### src/rtl/lwn_params.svh
// Constants for the link-on wake notification block
`ifndef LWN_PARAMS_SVH
`define LWN_PARAMS_SVH
`define LWN_CLK_PERIOD_NS 50
`define LWN_SQ_PERIOD_CYC 8
`define LWN_SQ_HALF_CYC 4
`define LWN_PWR_TIMEOUT_MS 167
`define LWN_PWR_TIMEOUT_CYC ((`LWN_PWR_TIMEOUT_MS * 1000000) / `LWN_CLK_PERIOD_NS)
`define LWN_PCLASS_MAX 3'h4
`define LWN_PMCSR_OFFSET 8'h48
`define LWN_PM_EVENT_STATUS_BIT 15
`define LWN_CNT_W 32
`endif

### src/rtl/lwn_pkg.sv
// Types shared by the link-on wake notification block
`default_nettype none
package lwn_pkg;
	// Qualifying interrupt bits from the physical-layer register file
	typedef struct packed {
		logic portEventIrq;
		logic configTimeoutIrq;
		logic cablePowerIrq;
		logic stateTimeoutIrq;
		logic resumePortIrqEnable;
	} lwn_irq_t;
	// Link layer power status as seen by the physical layer
	typedef struct packed {
		logic linkPowerState;
		logic linkControlBit;
	} lwn_link_t;
	// Link power states of the link-layer section
	typedef enum logic [1:0] {
		LWN_PS_D0_UNINIT,
		LWN_PS_D0_ACTIVE,
		LWN_PS_D2,
		LWN_PS_D3
	} lwn_pstate_t;
	// Output driver states
	typedef enum {LWN_IDLE, LWN_WAKE} lwn_state_t;
endpackage
`default_nettype wire

### src/rtl/lwn_square_gen.sv
// Square-wave generator, half period of a given number of clocks
`default_nettype none
`include "lwn_params.svh"
module lwn_square_gen #(
	parameter int HALF = `LWN_SQ_HALF_CYC
) (
	input wire logic clock,
	input wire logic sys_rst,
	input wire logic enable,
	output logic wave
);
	localparam int CW = $clog2(HALF) + 1;
	logic [CW-1:0] cnt_reg; // Cycles within a half period
	logic [CW-1:0] cnt_next;
	logic wave_reg; // Square wave level
	logic wave_next;
	// Count half periods; restart low whenever disabled
	always_comb begin
		cnt_next = cnt_reg;
		wave_next = wave_reg;
		if (!enable) begin
			cnt_next = '0;
			wave_next = 1'b0;
		end else if (cnt_reg == CW'(HALF - 1)) begin
			cnt_next = '0;
			wave_next = ~wave_reg;
		end else begin
			cnt_next = cnt_reg + CW'(1);
		end
	end
	// Register stage
	always_ff @(posedge clock) begin
		if (sys_rst) begin
			cnt_reg <= '0;
			wave_reg <= 1'b0;
		end else begin
			cnt_reg <= cnt_next;
			wave_reg <= wave_next;
		end
	end
	assign wave = wave_reg;
endmodule
`default_nettype wire

### src/rtl/lwn_pme_flag.sv
// Link-side wake capture into the power-management event status flag
`default_nettype none
`include "lwn_params.svh"
module lwn_pme_flag (
	input wire logic clock,
	input wire logic sys_rst,
	input wire logic wakeNotifyIn,
	input wire lwn_pkg::lwn_pstate_t pState,
	input wire logic pmeStsClear,
	output logic pmEventStatus
);
	import lwn_pkg::*;
	logic seen_reg; // Previous wake input, for rising edge
	logic seen_next;
	logic sts_reg; // Sticky event flag
	logic sts_next;
	logic listen; // Input only counts while the link power state is not D0 active
	// Set beats clear so a wake in the clear cycle is kept
	always_comb begin
		listen = (pState != LWN_PS_D0_ACTIVE);
		seen_next = wakeNotifyIn;
		sts_next = sts_reg;
		if (pmeStsClear) begin
			sts_next = 1'b0;
		end
		if (listen && wakeNotifyIn && !seen_reg) begin
			sts_next = 1'b1;
		end
	end
	// Register stage
	always_ff @(posedge clock) begin
		if (sys_rst) begin
			seen_reg <= 1'b0;
			sts_reg <= 1'b0;
		end else begin
			seen_reg <= seen_next;
			sts_reg <= sts_next;
		end
	end
	assign pmEventStatus = sts_reg;
endmodule
`default_nettype wire

### src/rtl/lwn_wake_notify.sv
// Link-on wake notification: physical-layer driver and link-layer capture
`default_nettype none
`include "lwn_params.svh"
module lwn_wake_notify #(
	parameter int PWR_TIMEOUT_CYC = `LWN_PWR_TIMEOUT_CYC
) (
	input wire logic clock,
	input wire logic sys_rst,
	input wire lwn_pkg::lwn_link_t linkStatus,
	input wire lwn_pkg::lwn_irq_t irqBits,
	input wire logic linkOnPacket,
	input wire logic busReset,
	input wire logic powerCycled,
	input wire logic [2:0] powerClass,
	input wire logic wakeNotifyIn,
	input wire lwn_pkg::lwn_pstate_t pState,
	input wire logic pmeStsClear,
	input wire logic linkRequestIn,
	input wire logic phyStatusIn,
	output logic wakeNotifyOut,
	output logic wakeNotifyOe,
	output logic pmEventStatus,
	output logic linkRequestOut,
	output logic phySerialStatus
);
	import lwn_pkg::*;
	lwn_state_t state_reg; // Driver state
	lwn_state_t state_next;
	logic pkt_reg; // Packet cause latched
	logic pkt_next;
	logic pwr_reg; // Power-cycle cause latched
	logic pwr_next;
	logic [`LWN_CNT_W-1:0] tmo_reg; // Power-cycle timeout counter
	logic [`LWN_CNT_W-1:0] tmo_next;
	logic req_reg; // Registered serial request out
	logic stat_reg; // Registered serial status out
	logic linkActive; // Link layer fully up
	logic irqCause; // Level interrupt cause present
	logic anyCause; // Some cause still holds
	logic wave; // Square wave from generator

	// Decode causes from the current inputs and the latched causes
	always_comb begin
		linkActive = linkStatus.linkPowerState && linkStatus.linkControlBit;
		irqCause = irqBits.portEventIrq;
		if (irqBits.resumePortIrqEnable && (irqBits.configTimeoutIrq ||
			irqBits.cablePowerIrq || irqBits.stateTimeoutIrq)) begin
			irqCause = 1'b1;
		end
		anyCause = irqCause || pkt_reg || pwr_reg;
	end

	// Cause latches and driver state
	always_comb begin
		pkt_next = pkt_reg;
		pwr_next = pwr_reg;
		tmo_next = tmo_reg;
		state_next = state_reg;
		// Latches are only armed while the link is down
		if (!linkActive && linkOnPacket) begin
			pkt_next = 1'b1;
		end
		if (!linkActive && powerCycled && powerClass <= `LWN_PCLASS_MAX) begin
			pwr_next = 1'b1;
			tmo_next = '0;
		end
		if (busReset) begin
			pkt_next = 1'b0;
		end
		if (pwr_reg) begin
			if (tmo_reg >= `LWN_CNT_W'(PWR_TIMEOUT_CYC - 1)) begin
				pwr_next = 1'b0;
			end else begin
				tmo_next = tmo_reg + `LWN_CNT_W'(1);
			end
		end
		if (linkActive) begin
			// Link is up: latched causes served, only levels survive
			pkt_next = 1'b0;
			pwr_next = 1'b0;
			tmo_next = '0;
		end
		unique case (state_reg)
			LWN_IDLE: begin
				// Interrupt level left over from an active link starts us here
				if (!linkActive && (irqCause || pkt_next || pwr_next)) begin
					state_next = LWN_WAKE;
				end
			end
			LWN_WAKE: begin
				if (linkActive) begin
					state_next = LWN_IDLE;
				end else if (!irqCause && !pkt_next && !pwr_next) begin
					state_next = LWN_IDLE;
				end
			end
		endcase
	end

	// Register stage for the driver
	always_ff @(posedge clock) begin
		if (sys_rst) begin
			state_reg <= LWN_IDLE;
			pkt_reg <= 1'b0;
			pwr_reg <= 1'b0;
			tmo_reg <= '0;
			req_reg <= 1'b0;
			stat_reg <= 1'b0;
		end else begin
			state_reg <= state_next;
			pkt_reg <= pkt_next;
			pwr_reg <= pwr_next;
			tmo_reg <= tmo_next;
			req_reg <= linkRequestIn;
			stat_reg <= phyStatusIn;
		end
	end

	// Square wave only runs in the wake state
	lwn_square_gen #(
		.HALF(`LWN_SQ_HALF_CYC)
	) u_square (
		.clock(clock),
		.sys_rst(sys_rst),
		.enable(state_reg == LWN_WAKE),
		.wave(wave)
	);

	// Output released during reset, otherwise driven (low from the second idle cycle on)
	assign wakeNotifyOut = wave;
	assign wakeNotifyOe = !sys_rst;

	// Link-layer capture of the wake input
	lwn_pme_flag u_pme (
		.clock(clock),
		.sys_rst(sys_rst),
		.wakeNotifyIn(wakeNotifyIn),
		.pState(pState),
		.pmeStsClear(pmeStsClear),
		.pmEventStatus(pmEventStatus)
	);

	// Serial lines are passed through one register, no protocol decoding here
	assign linkRequestOut = req_reg;
	assign phySerialStatus = stat_reg;
endmodule
`default_nettype wire

### config.mk
export PLATFORM = sky130hd
export DESIGN_NAME = lwn_wake_notify
export DESIGN_NICKNAME = d
export VERILOG_FILES = /design/src/rtl/lwn_pkg.sv /design/src/rtl/lwn_square_gen.sv /design/src/rtl/lwn_pme_flag.sv /design/src/rtl/lwn_wake_notify.sv
export VERILOG_INCLUDE_DIRS = /design/src /design/src/rtl
export SDC_FILE = /design/constraint.sdc
export NUM_CORES = 1
export LEC_CHECK = 0
export ABC_CLOCK_PERIOD_IN_PS = 4800
export BUFFER_PORTS_ARGS = -buffer_cell sky130_fd_sc_hd__buf_2
export CORE_MARGIN = 2
export CORE_UTILIZATION = 45
export DETAILED_ROUTE_END_ITERATION = 10
export GPL_TIMING_DRIVEN = 0
export PLACE_DENSITY = 0.64
export SYNTH_ARGS = -nofsm -noshare
export SYNTH_HDL_FRONTEND = slang
export SYNTH_SLANG_ARGS = --single-unit
### constraint.sdc
create_clock -name clock -period 4.8 [get_ports clock]
set_input_delay 1.2 -clock clock [delete_from_list [all_inputs] [get_ports clock]]
set_output_delay 1.2 -clock clock [all_outputs]
set_load 0.02 [all_outputs]
---- Yosys cells after proc, flatten, opt, wreduce, memory -nomap -nowiden ----
Index checks and enable logic that the tools add are counted.
storage, ports and cells
  flip-flop bits (word level) ............. 74
  output and inout port bits .............. 5
  logic and storage cells ................. 65
cells by class
  add/sub/neg operators ................... 2
  $lt $le $gt $ge ......................... 2
  eq/ne operators ......................... 6
  multiplexer cells ....................... 17
  bitwise operators ....................... 2
  reduce and logical (&&, ||, !) cells .... 26
operators with widths
  operator                 count
  $mux W32                 6
  $pmux W32 S2             1
  $add A32 B1 Y32 const B  1
  $eq A32 B1 Y1 const B    1
  $eq A32 B2 Y1 const B    1
  $ge A32 B22 Y1 const B   1
  $logic_not A32 Y1        1
  $logic_and A1 B1 Y1      10
  $mux W1                  10
  $logic_not A1 Y1         6
  $logic_or A1 B1 Y1       4
  $reduce_or A2 Y1         2
  $add A3 B1 Y3 const B    1
  $eq A3 B2 Y1 const B     1
  $le A3 B3 Y1 const B     1
  $ne A3 B3 Y1 const B     1
  $reduce_or A3 Y1         1
  $ne A2 B1 Y1 const B     1
  $ne A2 B2 Y1 const B     1
  $not A1 Y1               2
  $reduce_and A2 Y1        1
  $reduce_bool A2 Y1       1

---- Logic depth before layout (Yosys ltp) ----
Gate-level depths: netlist of run 1.
  depth after elaboration ................. 13
  gate-level depth with buffers ........... 7
  mapped depth without buffers ............ 6

---- Hierarchy ----
Synthesis of run 1 repeated with hierarchy kept, for this count alone.
unflattened totals
  cells, all modules ...................... 221
  area total of the unflattened synthesis .. 1984.4 µm²
modules (own cells, without submodules)
  module           instances  cells an instance  area an instance (µm²)
  lwn_wake_notify  1          200                1764.2
  lwn_square_gen   1          14                 148.9
  lwn_pme_flag     1          7                  71.3

---- Least setup slack after synthesis of run 1 ----
Ideal clock, no wire load.
  path type ............................... input -> register
  start point ............................. input powerClass[0]
  end point ............................... register tmo_reg[6]
  setup time .............................. 0.122 ns
  data arrival time ....................... 2.476 ns
  path slack .............................. 2.203 ns
  cell stages on the path ................. 7
  path through ............................ o21ai_0 -> nand3_1 -> and2_1 -> clkbuf_1 -> and2_0 -> clkbuf_1 -> a221o_1
between the ends
  longest elaborated chain between the ends .. 5
ends and longest elaborated chain
  what                                      RTL line                RTL
  from (decl)                               lwn_wake_notify.sv:14   input wire logic [2:0] powerClass,
  $le A3 B3 Y1 (no source line) (*)         n/a
  $logic_and A1 B1 Y1 (no source line) (*)  n/a
  $mux W32 (*)                              lwn_wake_notify.sv:63   if (!linkActive && powerCycled && powerClass <= `LWN_PCLASS_MAX) begin
  $mux W32                                  lwn_wake_notify.sv:71   if (tmo_reg >= `LWN_CNT_W'(PWR_TIMEOUT_CYC - 1)) begin
  $mux W32 (*)                              lwn_wake_notify.sv:70   if (pwr_reg) begin
  to (signal assigned)                      lwn_wake_notify.sv:113  tmo_reg <= tmo_next;
  to (decl)                                 lwn_wake_notify.sv:33   logic [`LWN_CNT_W-1:0] tmo_reg;
Mark *: on every way between the ends. The rest lies on a longest branch, timed or not.
A chain may end at the register's enable or synchronous reset.

---- Worst setup path in the final report of run 1 ----
  start point ............................. input sys_rst
  end point ............................... output wakeNotifyOe
between the ends
  longest elaborated chain between the ends .. 1
ends and longest elaborated chain
  what              RTL line                RTL
  from (decl)       lwn_wake_notify.sv:8    input wire logic sys_rst,
  $logic_not A1 Y1  lwn_wake_notify.sv:131  assign wakeNotifyOe = !sys_rst;
  to (decl)         lwn_wake_notify.sv:21   output logic wakeNotifyOe,
No other way between the ends.

==> results of run 1 <==
cell type report:
class	count	area [sq um]	share of cell area [%]
plain buffers	11	65.1	2.84
clock buffers	6	72.6	3.17
inverters	7	26.3	1.15
multi-input cells	168	1070	46.9
flip-flops and latches	43	861	37.6
well taps	52	65.1	2.84
repair buffers	25	125	5.46
layer usage:
layer	global-route usage (%)	share of wire [%]	vias to the layer above
met1	22.8	48	800
met5	0	0	-
met3	3.85	3.1	9
met4	7.34	2.2	0
met2	30.1	47	21
li1	-	-	898
cells by family (layout without fill, tap and decap cells):
| family | count (synthesis) | after routing | share of synthesized area (%) |
|---|---|---|---|
| XOR/XNOR | 1 | 1 | 0.432 |
| adder cells (fa/ha/maj) | 3 | 3 | 1.85 |
| multiplexers | 3 | 3 | 1.54 |
| AO/OA/AOI/OAI | 46 | 46 | 16.9 |
| flip-flops | 43 | 43 | 42.5 |
| AND/OR/NAND/NOR | 115 | 115 | 32.3 |
| buffers and inverters | 18 | 49 | 4.51 |
stage by stage:
stage / setup WS [ps] / cells / utilization, % / power (mW) / hold slack [ps]
after floorplan: 2200 / 229 / - / 0.399 / 397
after global placement: 1750 / 306 / 50.9 / 0.418 / 413
after detailed placement: 1750 / 306 / 50.9 / 0.418 / 415
after CTS: 2010 / 312 / 52.6 / 0.626 / 425
after global routing: 1900 / 312 / 52.6 / 0.648 / 436
final: 2010 / 312 / 52.6 / 0.617 / 421
Yosys cell counts (4+ instances only):
cell / n / area (sq um)
dfxtp_1: 43 / 861
nand2_1: 18 / 67.6
nand3_1: 18 / 90.1
nor2_1: 15 / 56.3
and2_1: 12 / 75.1
and3_1: 11 / 68.8
o21ai_0: 10 / 50.1
inv_1: 7 / 26.3
nor4_1: 7 / 43.8
a21oi_1: 5 / 25.0
a31oi_1: 4 / 25.0
buf_2: 4 / 20.0
nand4_1: 4 / 25.0
or3_1: 4 / 25.0
worst max-delay path, cell delays in order:
cell and delay, ps:
buf_2 140, inv_1 90, buf_2 160
power groups by stage:
stage | combinational (mW) | clock (mW) | sequential [mW]
after floorplan | 0.0261 | 0 | 0.373
after global placement | 0.0463 | 0 | 0.371
after detailed placement | 0.0465 | 0 | 0.371
after CTS | 0.0468 | 0.216 | 0.363
after global routing | 0.0525 | 0.232 | 0.363
final | 0.0464 | 0.207 | 0.363
worst min-delay path by stage:
stage	end	slack, ps	cells after the start
global placement	u_square.cnt_reg[0]	410	1
detailed placement	u_square.cnt_reg[0]	410	1
global route	u_square.cnt_reg[0]	440	1
finish	u_square.cnt_reg[0]	420	1
CTS	u_square.cnt_reg[0]	430	1
floorplan	u_square.cnt_reg[0]	400	1
==> run_results.csv, run 1 <==
group,metric,value,unit
power_and_ir_drop,clockPowerShare,33.6,%
route,route.detailed.drc,0,
worst_setup_path,endpoint,"wakeNotifyOe",
grt,grt_pass1_vias,1618,
timing,slew_headroom,50.0,%
layout,n_antenna_cell,0,
timing,rsz0062_at_grt,"false",
layout,syn2layout_area_growth,13.0,%
power_and_ir_drop,leakagePower,0.917,nW
power_and_ir_drop,swShare,22.6,%
logic_synthesis,ys_seq_area_share,42.5,%
power_and_ir_drop,power.switching,0.139,mW
layout,layout_commonest_cell,"dfxtp_1",
power_and_ir_drop,vdd_drop_max,114,uV
place,place_area,2220,sq um
grt,grt_antenna_before_repair,0,
timing,fin_skew,8.68,ps
layout,final_cell_area,2290,sq um
cts,hold_buffers,0,
outcome,status,"finished, final reports clean",
route,dr.first_iter.drc_count,74,
logic_synthesis,synthesis.area,2030,sq um
power_and_ir_drop,pwr-share-comb,7.5,%
logic_synthesis,ys_types,55,
worst_setup_path,path_class,"in2out",
timing,min_period,2790,ps
place,hpwl,3.05,mm
timing,layout_worst_path_cycle_share,58.1,%
cts,cts_tree,"done",
layout,final_cell_mix,"43 x dfxtp_1, 29 x buf_2, 18 x nand3_1, 18 x nand2_1, 15 x nor2_1",
power_and_ir_drop,seq_power_share,58.9,%
timing,tightest_slew,750,ps
die,pin_count,26,
die,fp.dieH,71.1,microns
route,drt_wl_total,4.17,mm
worst_setup_path,reg2regPathDepth,7,
timing,setup_viol,0,
timing,slew_viol_final,0,
die,die_w,71.1,microns
worst_setup_path,r2r-start,"tmo_reg[0]",
route,route.vias.total,1728,
cts,clock_path_buffers,2,
grt,grt_use_total,18.1,%
die,rows,24,
route,ant_nets,0,
cts,postCtsSetupBuffers,0,
grt,overflow,0,
die,initial_core_util,46.6,%
timing,max_freq,358,MHz
worst_setup_path,cp_max_fo,7,
worst_setup_path,cp-end-kind,"primary output",
cts,clock_latency,290,ps
cts,cts_root_buf,"clkbuf_8",
logic_synthesis,async_flop_share,0,%
timing,finalSetupTns,0,ps
worst_hold_path,min_from,"u_square.cnt_reg[0]",
logic_synthesis,synth_seq_cells,43,
logic_synthesis,avgSynthCellArea,8.85,sq um
logic_synthesis,synth_edf_count,0,
power_and_ir_drop,power.density,269,nW/um^2
cts,cts_resized,0,
place,io_buffers,25,
logic_synthesis,syn-num-nets,253,
cts,cts_buffers,5,
worst_setup_path,timing.rr.end,"tmo_reg[21]",
timing,hold_violations,0,
flow_run,drv_cap,0,
layout,drive_gt1_share,18.8,%
logic_synthesis,ys_warn_count,0,
route,avgRoutedWirePerCell,13.4,microns
cts,clkSinkCount,43,
power_and_ir_drop,internal_power,0.478,mW
logic_synthesis,synth_ff_type,"dfxtp_1",
layout,largest_reg_flops,32,
place,place_congestion,0.768,
worst_setup_path,required,3600,ps
worst_setup_path,reg2reg_slack,2270,ps
grt,grt_start_max_net_pins,12,
cts,htreeDepth,2,
layout,final_net_count,285,
worst_setup_path,cp.arrival,1590,ps
die,fp.coreArea,4350,sq um
worst_setup_path,start_kind,"input pin",
worst_hold_path,hp-class,"reg2reg",
cts,cts.clk_slew.worst_paths,70,ps
layout,fillers,427,
grt,grt_pass1_wl,7.23,mm
logic_synthesis,synthCells,229,
route,drt_pre_antenna_iters,4,
worst_setup_path,crit_start,"sys_rst",
die,die_area,5060,sq um
route,vias_per_cell,5.54,
No activity file was read; power rests on OpenSTA's default activity.
==> inputs of run 2 (changes only) <==
Settings changed: ABC_AREA set to 1, ABC_CLOCK_PERIOD_IN_PS 4800 to 2300, PLACE_DENSITY 0.64 to 0.65.
Clock period 4.8 ns to 2.3 ns, I/O delays scaled along.
==> run 2 against run 1 <==
- register-to-register slack got worse by 1800 ps
- die area rose by 16%
- clock skew shrank 4.3 ps
- combinational power rose to 2.6 times the previous value
- wire length is 31% higher
- critical endpoint is now tmo_reg[23]
- worst setup slack worse by 1600 ps
- synthesized cell count is 56% higher
- sequential share of layout area is 5.6 points lower
- sequential power up 110%
- clock-buffer cell count decreased by 1
- non-clock buffer count decreased by 3
==> run_results.csv, run 2 <==
group,metric,value,unit
power_and_ir_drop,leakagePower,1.09,nW
route,drt_wl_total,5.48,mm
die,die_w,76.5,microns
worst_setup_path,cp_max_fo,10,
timing,hold-worst-slack,435,ps
grt,grt_start_max_net_pins,15,
logic_synthesis,synth-compound-area-share,11.0,%
cts,cts.clk_slew.worst_paths,80,ps
timing,finalSetupTns,0,ps
logic_synthesis,synth_ff_type,"dfxtp_1",
worst_setup_path,path_class,"in2reg",
logic_synthesis,synth_top_family_by_area,"simple AND/OR/NAND/NOR gates",
timing,slew_headroom,60.4,%
layout,drive_gt1_share,17.2,%
place,io_buffers,25,
logic_synthesis,yosys.area_share.simple,40.9,%
cts,clock_path_buffers,2,
die,die_area,5850,sq um
layout,final_cell_mix,"94 x nand2_1, 58 x nor2_1, 44 x inv_1",
route,met2_length,2.58,mm
cts,cts_buffers,5,
timing,fin_skew,4.40,ps
logic_synthesis,syn-num-nets,381,
worst_setup_path,cp-end-kind,"flop",
place,hpwl,4.03,mm
route,dr_wl_met3,344,microns
cts,cts_tree,"done",
die,initial_core_util,46.5,%
layout,largest_reg_flops,32,
cts,clkSinkCount,43,
logic_synthesis,ys_types,29,
route,route.vias.total,2281,
route,avgRoutedWirePerCell,11.9,microns
grt,grt_antenna_before_repair,0,
logic_synthesis,muxShareOfSynthArea,0,%
logic_synthesis,synth.area.top_cells,"dfxtp_1 36%, nand2_1 15%, nor2_1 9.2%",
logic_synthesis,ys_warn_count,0,
grt,overflow,0,
logic_synthesis,synth_top_area_cell,"dfxtp_1",
power_and_ir_drop,vdd_drop_max,214,uV
worst_setup_path,cp.arrival,2140,ps
flow_run,drv_cap,0,
die,pin_count,26,
timing,tightest_slew,591,ps
grt,grt_use_total,20.3,%
worst_setup_path,start_kind,"input pin",
logic_synthesis,avgSynthCellArea,6.62,sq um
logic_synthesis,async_flop_share,0,%
cts,hold_buffers,0,
route,ant_nets,0,
logic_synthesis,synth_edf_count,0,
worst_setup_path,required,2500,ps
timing,hold_violations,0,
logic_synthesis,synthCells,357,
route,vias_per_cell,4.96,
timing,rsz0062_at_grt,"false",
die,fp.coreArea,5070,sq um
layout,layout_commonest_cell,"nand2_1",
cts,clock_latency,300,ps
cts,htreeDepth,2,
logic_synthesis,synth_seq_cells,43,
grt,grt_pass1_vias,2226,
timing,slew_viol_final,0,
timing,setup_viol,0,
place,place_congestion,0.849,
route,route.detailed.drc,0,
logic_synthesis,synth_top_area_share,36.4,%
cts,cts_resized,0,
logic_synthesis,ys_top_cells_by_count,"94 x nand2_1, 58 x nor2_1, 44 x inv_1",
die,fp.dieH,76.5,microns
route,top_layer_used,"met4",
logic_synthesis,synthAdderAreaFrac,1.59,%
cts,postCtsSetupBuffers,0,
logic_synthesis,synth_most_common_cell,"nand2_1",
logic_synthesis,synthesis.area,2360,sq um
logic_synthesis,synthXorXnorAreaFrac,0.371,%
route,drt_pre_antenna_iters,4,
route,dr.first_iter.drc_count,202,
timing,min_period,1940,ps
layout,final_net_count,413,
power_and_ir_drop,power.density,550,nW/um^2
grt,grt_pass1_wl,9.76,mm
worst_hold_path,hp-class,"reg2reg",
outcome,status,"finished, final reports clean",
logic_synthesis,ys_seq_area_share,36.4,%
layout,n_antenna_cell,0,
die,rows,26,
timing,layout_worst_path_cycle_share,84.2,%
route,wl_met1,2.48,mm
cts,cts_root_buf,"clkbuf_8",
timing,max_freq,517,MHz
layout,syn2layout_area_growth,13.8,%
[run 2: cell type report]
type	count	area, sq um
fill	549	2390
multi-input combinational	259	1270
sequential	43	861
inverter	47	176
timing repair buffer	25	125
tap	70	87.6
clock buffer	5	68.8
buffer	8	53.8
clock inverter	3	43.8
[run 2: path summary, 6_finish.rpt]
path                                     startpoint             endpoint  slack, ps  depth (start not counted)
worst max-delay path                  powerClass[0]          tmo_reg[23]        360                          7
worst min-delay path            u_square.cnt_reg[0]  u_square.cnt_reg[0]        430                          1
worst max register to register           tmo_reg[1]          tmo_reg[18]        470                         10
worst min register to register  u_square.cnt_reg[0]  u_square.cnt_reg[0]        430                          1
[run 2: critical path: stages]
cell	delay, ps
buf_2	100
o21a_1	180
nor3_2	450
clkbuf_1	480
nand2_1	180
nand2_1	120
nor2_1	50
[run 2: cells by family (layout without fill, tap and decap cells)]
group / Yosys count / after routing
simple gates: 210 / 210
fa+ha+maj: 3 / 3
buf+inv: 55 / 88
xor+xnor: 1 / 1
flops: 43 / 43
compound gates: 45 / 45
[run 2: metal layers]
metal,vias to the layer above,GRT usage [%]
met1,1024,26.6
met4,0,6.36
li1,1192,-
met5,-,0
met3,8,4.03
met2,57,33.5
[run 2: per-stage QoR]
step	std cells	setup slack (ps)	area (sq um)	util (%)	total power [mW]
5_1_grt	460	249	2690	53.0	1.54
4_1_cts	460	378	2690	53.0	1.49
6_report	460	364	2690	53.0	1.48
2_1_floorplan	357	695	2360	-	0.851
3_5_place_dp	452	53.9	2570	50.7	0.897
3_3_place_gp	452	49.6	2570	50.7	0.895
[run 2: where the power goes]
group	total, mW	internal, mW	leakage [nW]	switching (mW)
Clock	0.600	0.323	0.0581	0.276
Sequential	0.758	0.753	0.348	0.00443
Combinational	0.122	0.0413	0.682	0.0802
==> inputs of run 3 (changes only) <==
Settings changed: ABC_CLOCK_PERIOD_IN_PS 2300 to 1650.
Clock period 2.3 ns to 1.65 ns, I/O delays scaled along.
==> run 3 against run 2 <==
- the flow now finishes with violations (setup timing)
- combinational power rose by 96%
- non-clock buffer count grew 24
- cell count grew 5.7%
- sequential power is 39% higher
==> run_results.csv, run 3 (same netlist as run 2, synthesis figures left out) <==
group,metric,value,unit
outcome,status,"complete, but fails checks",
outcome,violations,"setup timing",
route,vias_per_cell,5.13,
timing,layout_worst_path_cycle_share,102,%
timing,slew_viol_final,0,
die,die_w,76.5,microns
route,route.vias.total,2495,
cts,htreeDepth,2,
layout,finalNonFillerCells,486,
worst_setup_path,cp.arrival,1900,ps
worst_setup_path,worstPathCellList,"nand2_1, nor2_2, nand3b_1, nor2_1, nand2_1, nand2_1, nand3_1, a21oi_1",
timing,setup_viol,9,
timing,tightest_slew,595,ps
cts,clock_path_buffers,2,
worst_setup_path,slowest_delay,430,ps
cts,hold_buffers,0,
layout,final_net_count,439,
layout,utilization,62.2,%
die,rows,26,
worst_setup_path,cp-end-kind,"flop",
place,hpwl,4.03,mm
power_and_ir_drop,vdd_drop_max,316,uV
route,drt_wl_total,6.46,mm
grt,grt_pass1_wl,10.7,mm
route,dr.first_iter.drc_count,226,
place,io_buffers,25,
grt,grt_start_max_net_pins,15,
layout,final_cell_mix,"86 x nand2_1, 50 x nor2_1, 40 x inv_1",
cts,clkSinkCount,43,
die,die_area,5850,sq um
cts,cts_buffers,5,
place,dp.cells,452,
timing,finalSetupTns,-53.0,ps
layout,final_cell_area,3160,sq um
die,initial_core_util,46.5,%
timing,slew_headroom,60.1,%
die,fp.coreArea,5070,sq um
worst_setup_path,required,1880,ps
worst_setup_path,cp_max_fo,6,
place,place_area,2570,sq um
layout,syn2layout_area_growth,33.6,%
timing,fin_skew,4.44,ps
cts,cts_root_buf,"clkbuf_8",
grt,grt_antenna_before_repair,0,
power_and_ir_drop,power.switching,0.533,mW
grt,grt_pass1_vias,2393,
timing,min_period,1680,ps
timing,hold_violations,0,
cts,cts_tree,"done",
power_and_ir_drop,seq_power_share,49.4,%
layout,drive_gt1_share,34.6,%
power_and_ir_drop,power.density,676,nW/um^2
grt,grt_use_total,22.4,%
layout,layout_commonest_cell,"nand2_1",
die,fp.dieH,76.5,microns
timing,max_freq,597,MHz
layout,largest_reg_flops,32,
power_and_ir_drop,swShare,25.0,%
power_and_ir_drop,pwr-share-comb,11.2,%
grt,overflow,0,
route,avgRoutedWirePerCell,13.3,microns
cts,clock_latency,310,ps
worst_setup_path,crit_start,"tmo_reg[7]",
power_and_ir_drop,leakagePower,1.32,nW
worst_setup_path,crit_top_cell,"nand2_1",
flow_run,drv_cap,0,
cts,cts.clk_slew.worst_paths,90,ps
timing,rsz0062_at_grt,"true",
worst_hold_path,hp-class,"in2reg",
route,ant_nets,0,
worst_hold_path,min_from,"linkRequestIn",
worst_setup_path,path_class,"reg2reg",
die,pin_count,26,
route,route.detailed.drc,0,
timing,fin_ws,-26.2,ps
power_and_ir_drop,internal_power,1.60,mW
place,place_congestion,0.849,
layout,n_antenna_cell,0,
worst_setup_path,r2r-start,"tmo_reg[7]",
worst_setup_path,slowest_stage,"dfxtp_1",
route,drt_pre_antenna_iters,5,
power_and_ir_drop,clockPowerShare,39.4,%
worst_setup_path,start_kind,"flop",
-- run 3: critical path, delay by kind of cell (launching register included) --
kind	cells	cell delay [ps]
AND/OR/NAND/NOR	7	980
AO/OA/AOI/OAI	1	180
flip-flops	1	430
-- run 3: power groups by stage --
stage | Combinational, mW | Sequential, mW | Clock [mW]
4_1_cts | 0.227 | 1.06 | 0.851
5_1_grt | 0.260 | 1.06 | 0.902
2_1_floorplan | 0.101 | 1.09 | 0
3_5_place_dp | 0.170 | 1.08 | 0
3_3_place_gp | 0.168 | 1.08 | 0
6_report | 0.239 | 1.05 | 0.841
-- run 3: worst paths after layout --
kind	end	slack (ps)	cells past startpoint
max	tmo_reg[18]	-30	8
max reg2reg	tmo_reg[18]	-30	8
min reg2reg	u_square.cnt_reg[0]	440	1
min	linkRequestOut	300	3
-- run 3: per-stage QoR --
stage	setup slack, ps	power [mW]	hold slack (ps)
finish	-26.2	2.13	304
global route	-119	2.22	318
CTS	-47.4	2.13	308
detailed placement	-434	1.25	426
global placement	-438	1.25	408
floorplan	94.3	1.19	399
-- run 3: final cells by class --
| class | count | area (sq um) |
|---|---|---|
| timing repair buffer | 49 | 382 |
| multi-input combinational | 261 | 1440 |
| tap | 70 | 87.6 |
| inverter | 47 | 180 |
| sequential | 43 | 887 |
| fill | 486 | 1920 |
| buffer | 8 | 67.6 |
| clock inverter | 3 | 43.8 |
| clock buffer | 5 | 68.8 |
-- run 3: repair_timing --
| item | CTS | global route |
|---|---|---|
| cloned | 4 | 1 |
| setup buffers | 15 | 7 |
| gates resized for setup | 38 | 43 |
| pin swaps | 11 | 24 |
| hold endpoints to repair | 0 | 0 |
| endpoints found under the setup margin | 26 | 26 |
-- run 3: layer usage --
| metal | share of wire (%) | up-vias | GRT usage, % |
|---|---|---|---|
| met2 | 48 | 94 | 37.3 |
| met1 | 43 | 1131 | 28.9 |
| met3 | 6.1 | 19 | 4.15 |
| li1 | - | 1251 | - |
| met4 | 2.9 | 0 | 8.55 |
| met5 | 0 | - | 0 |
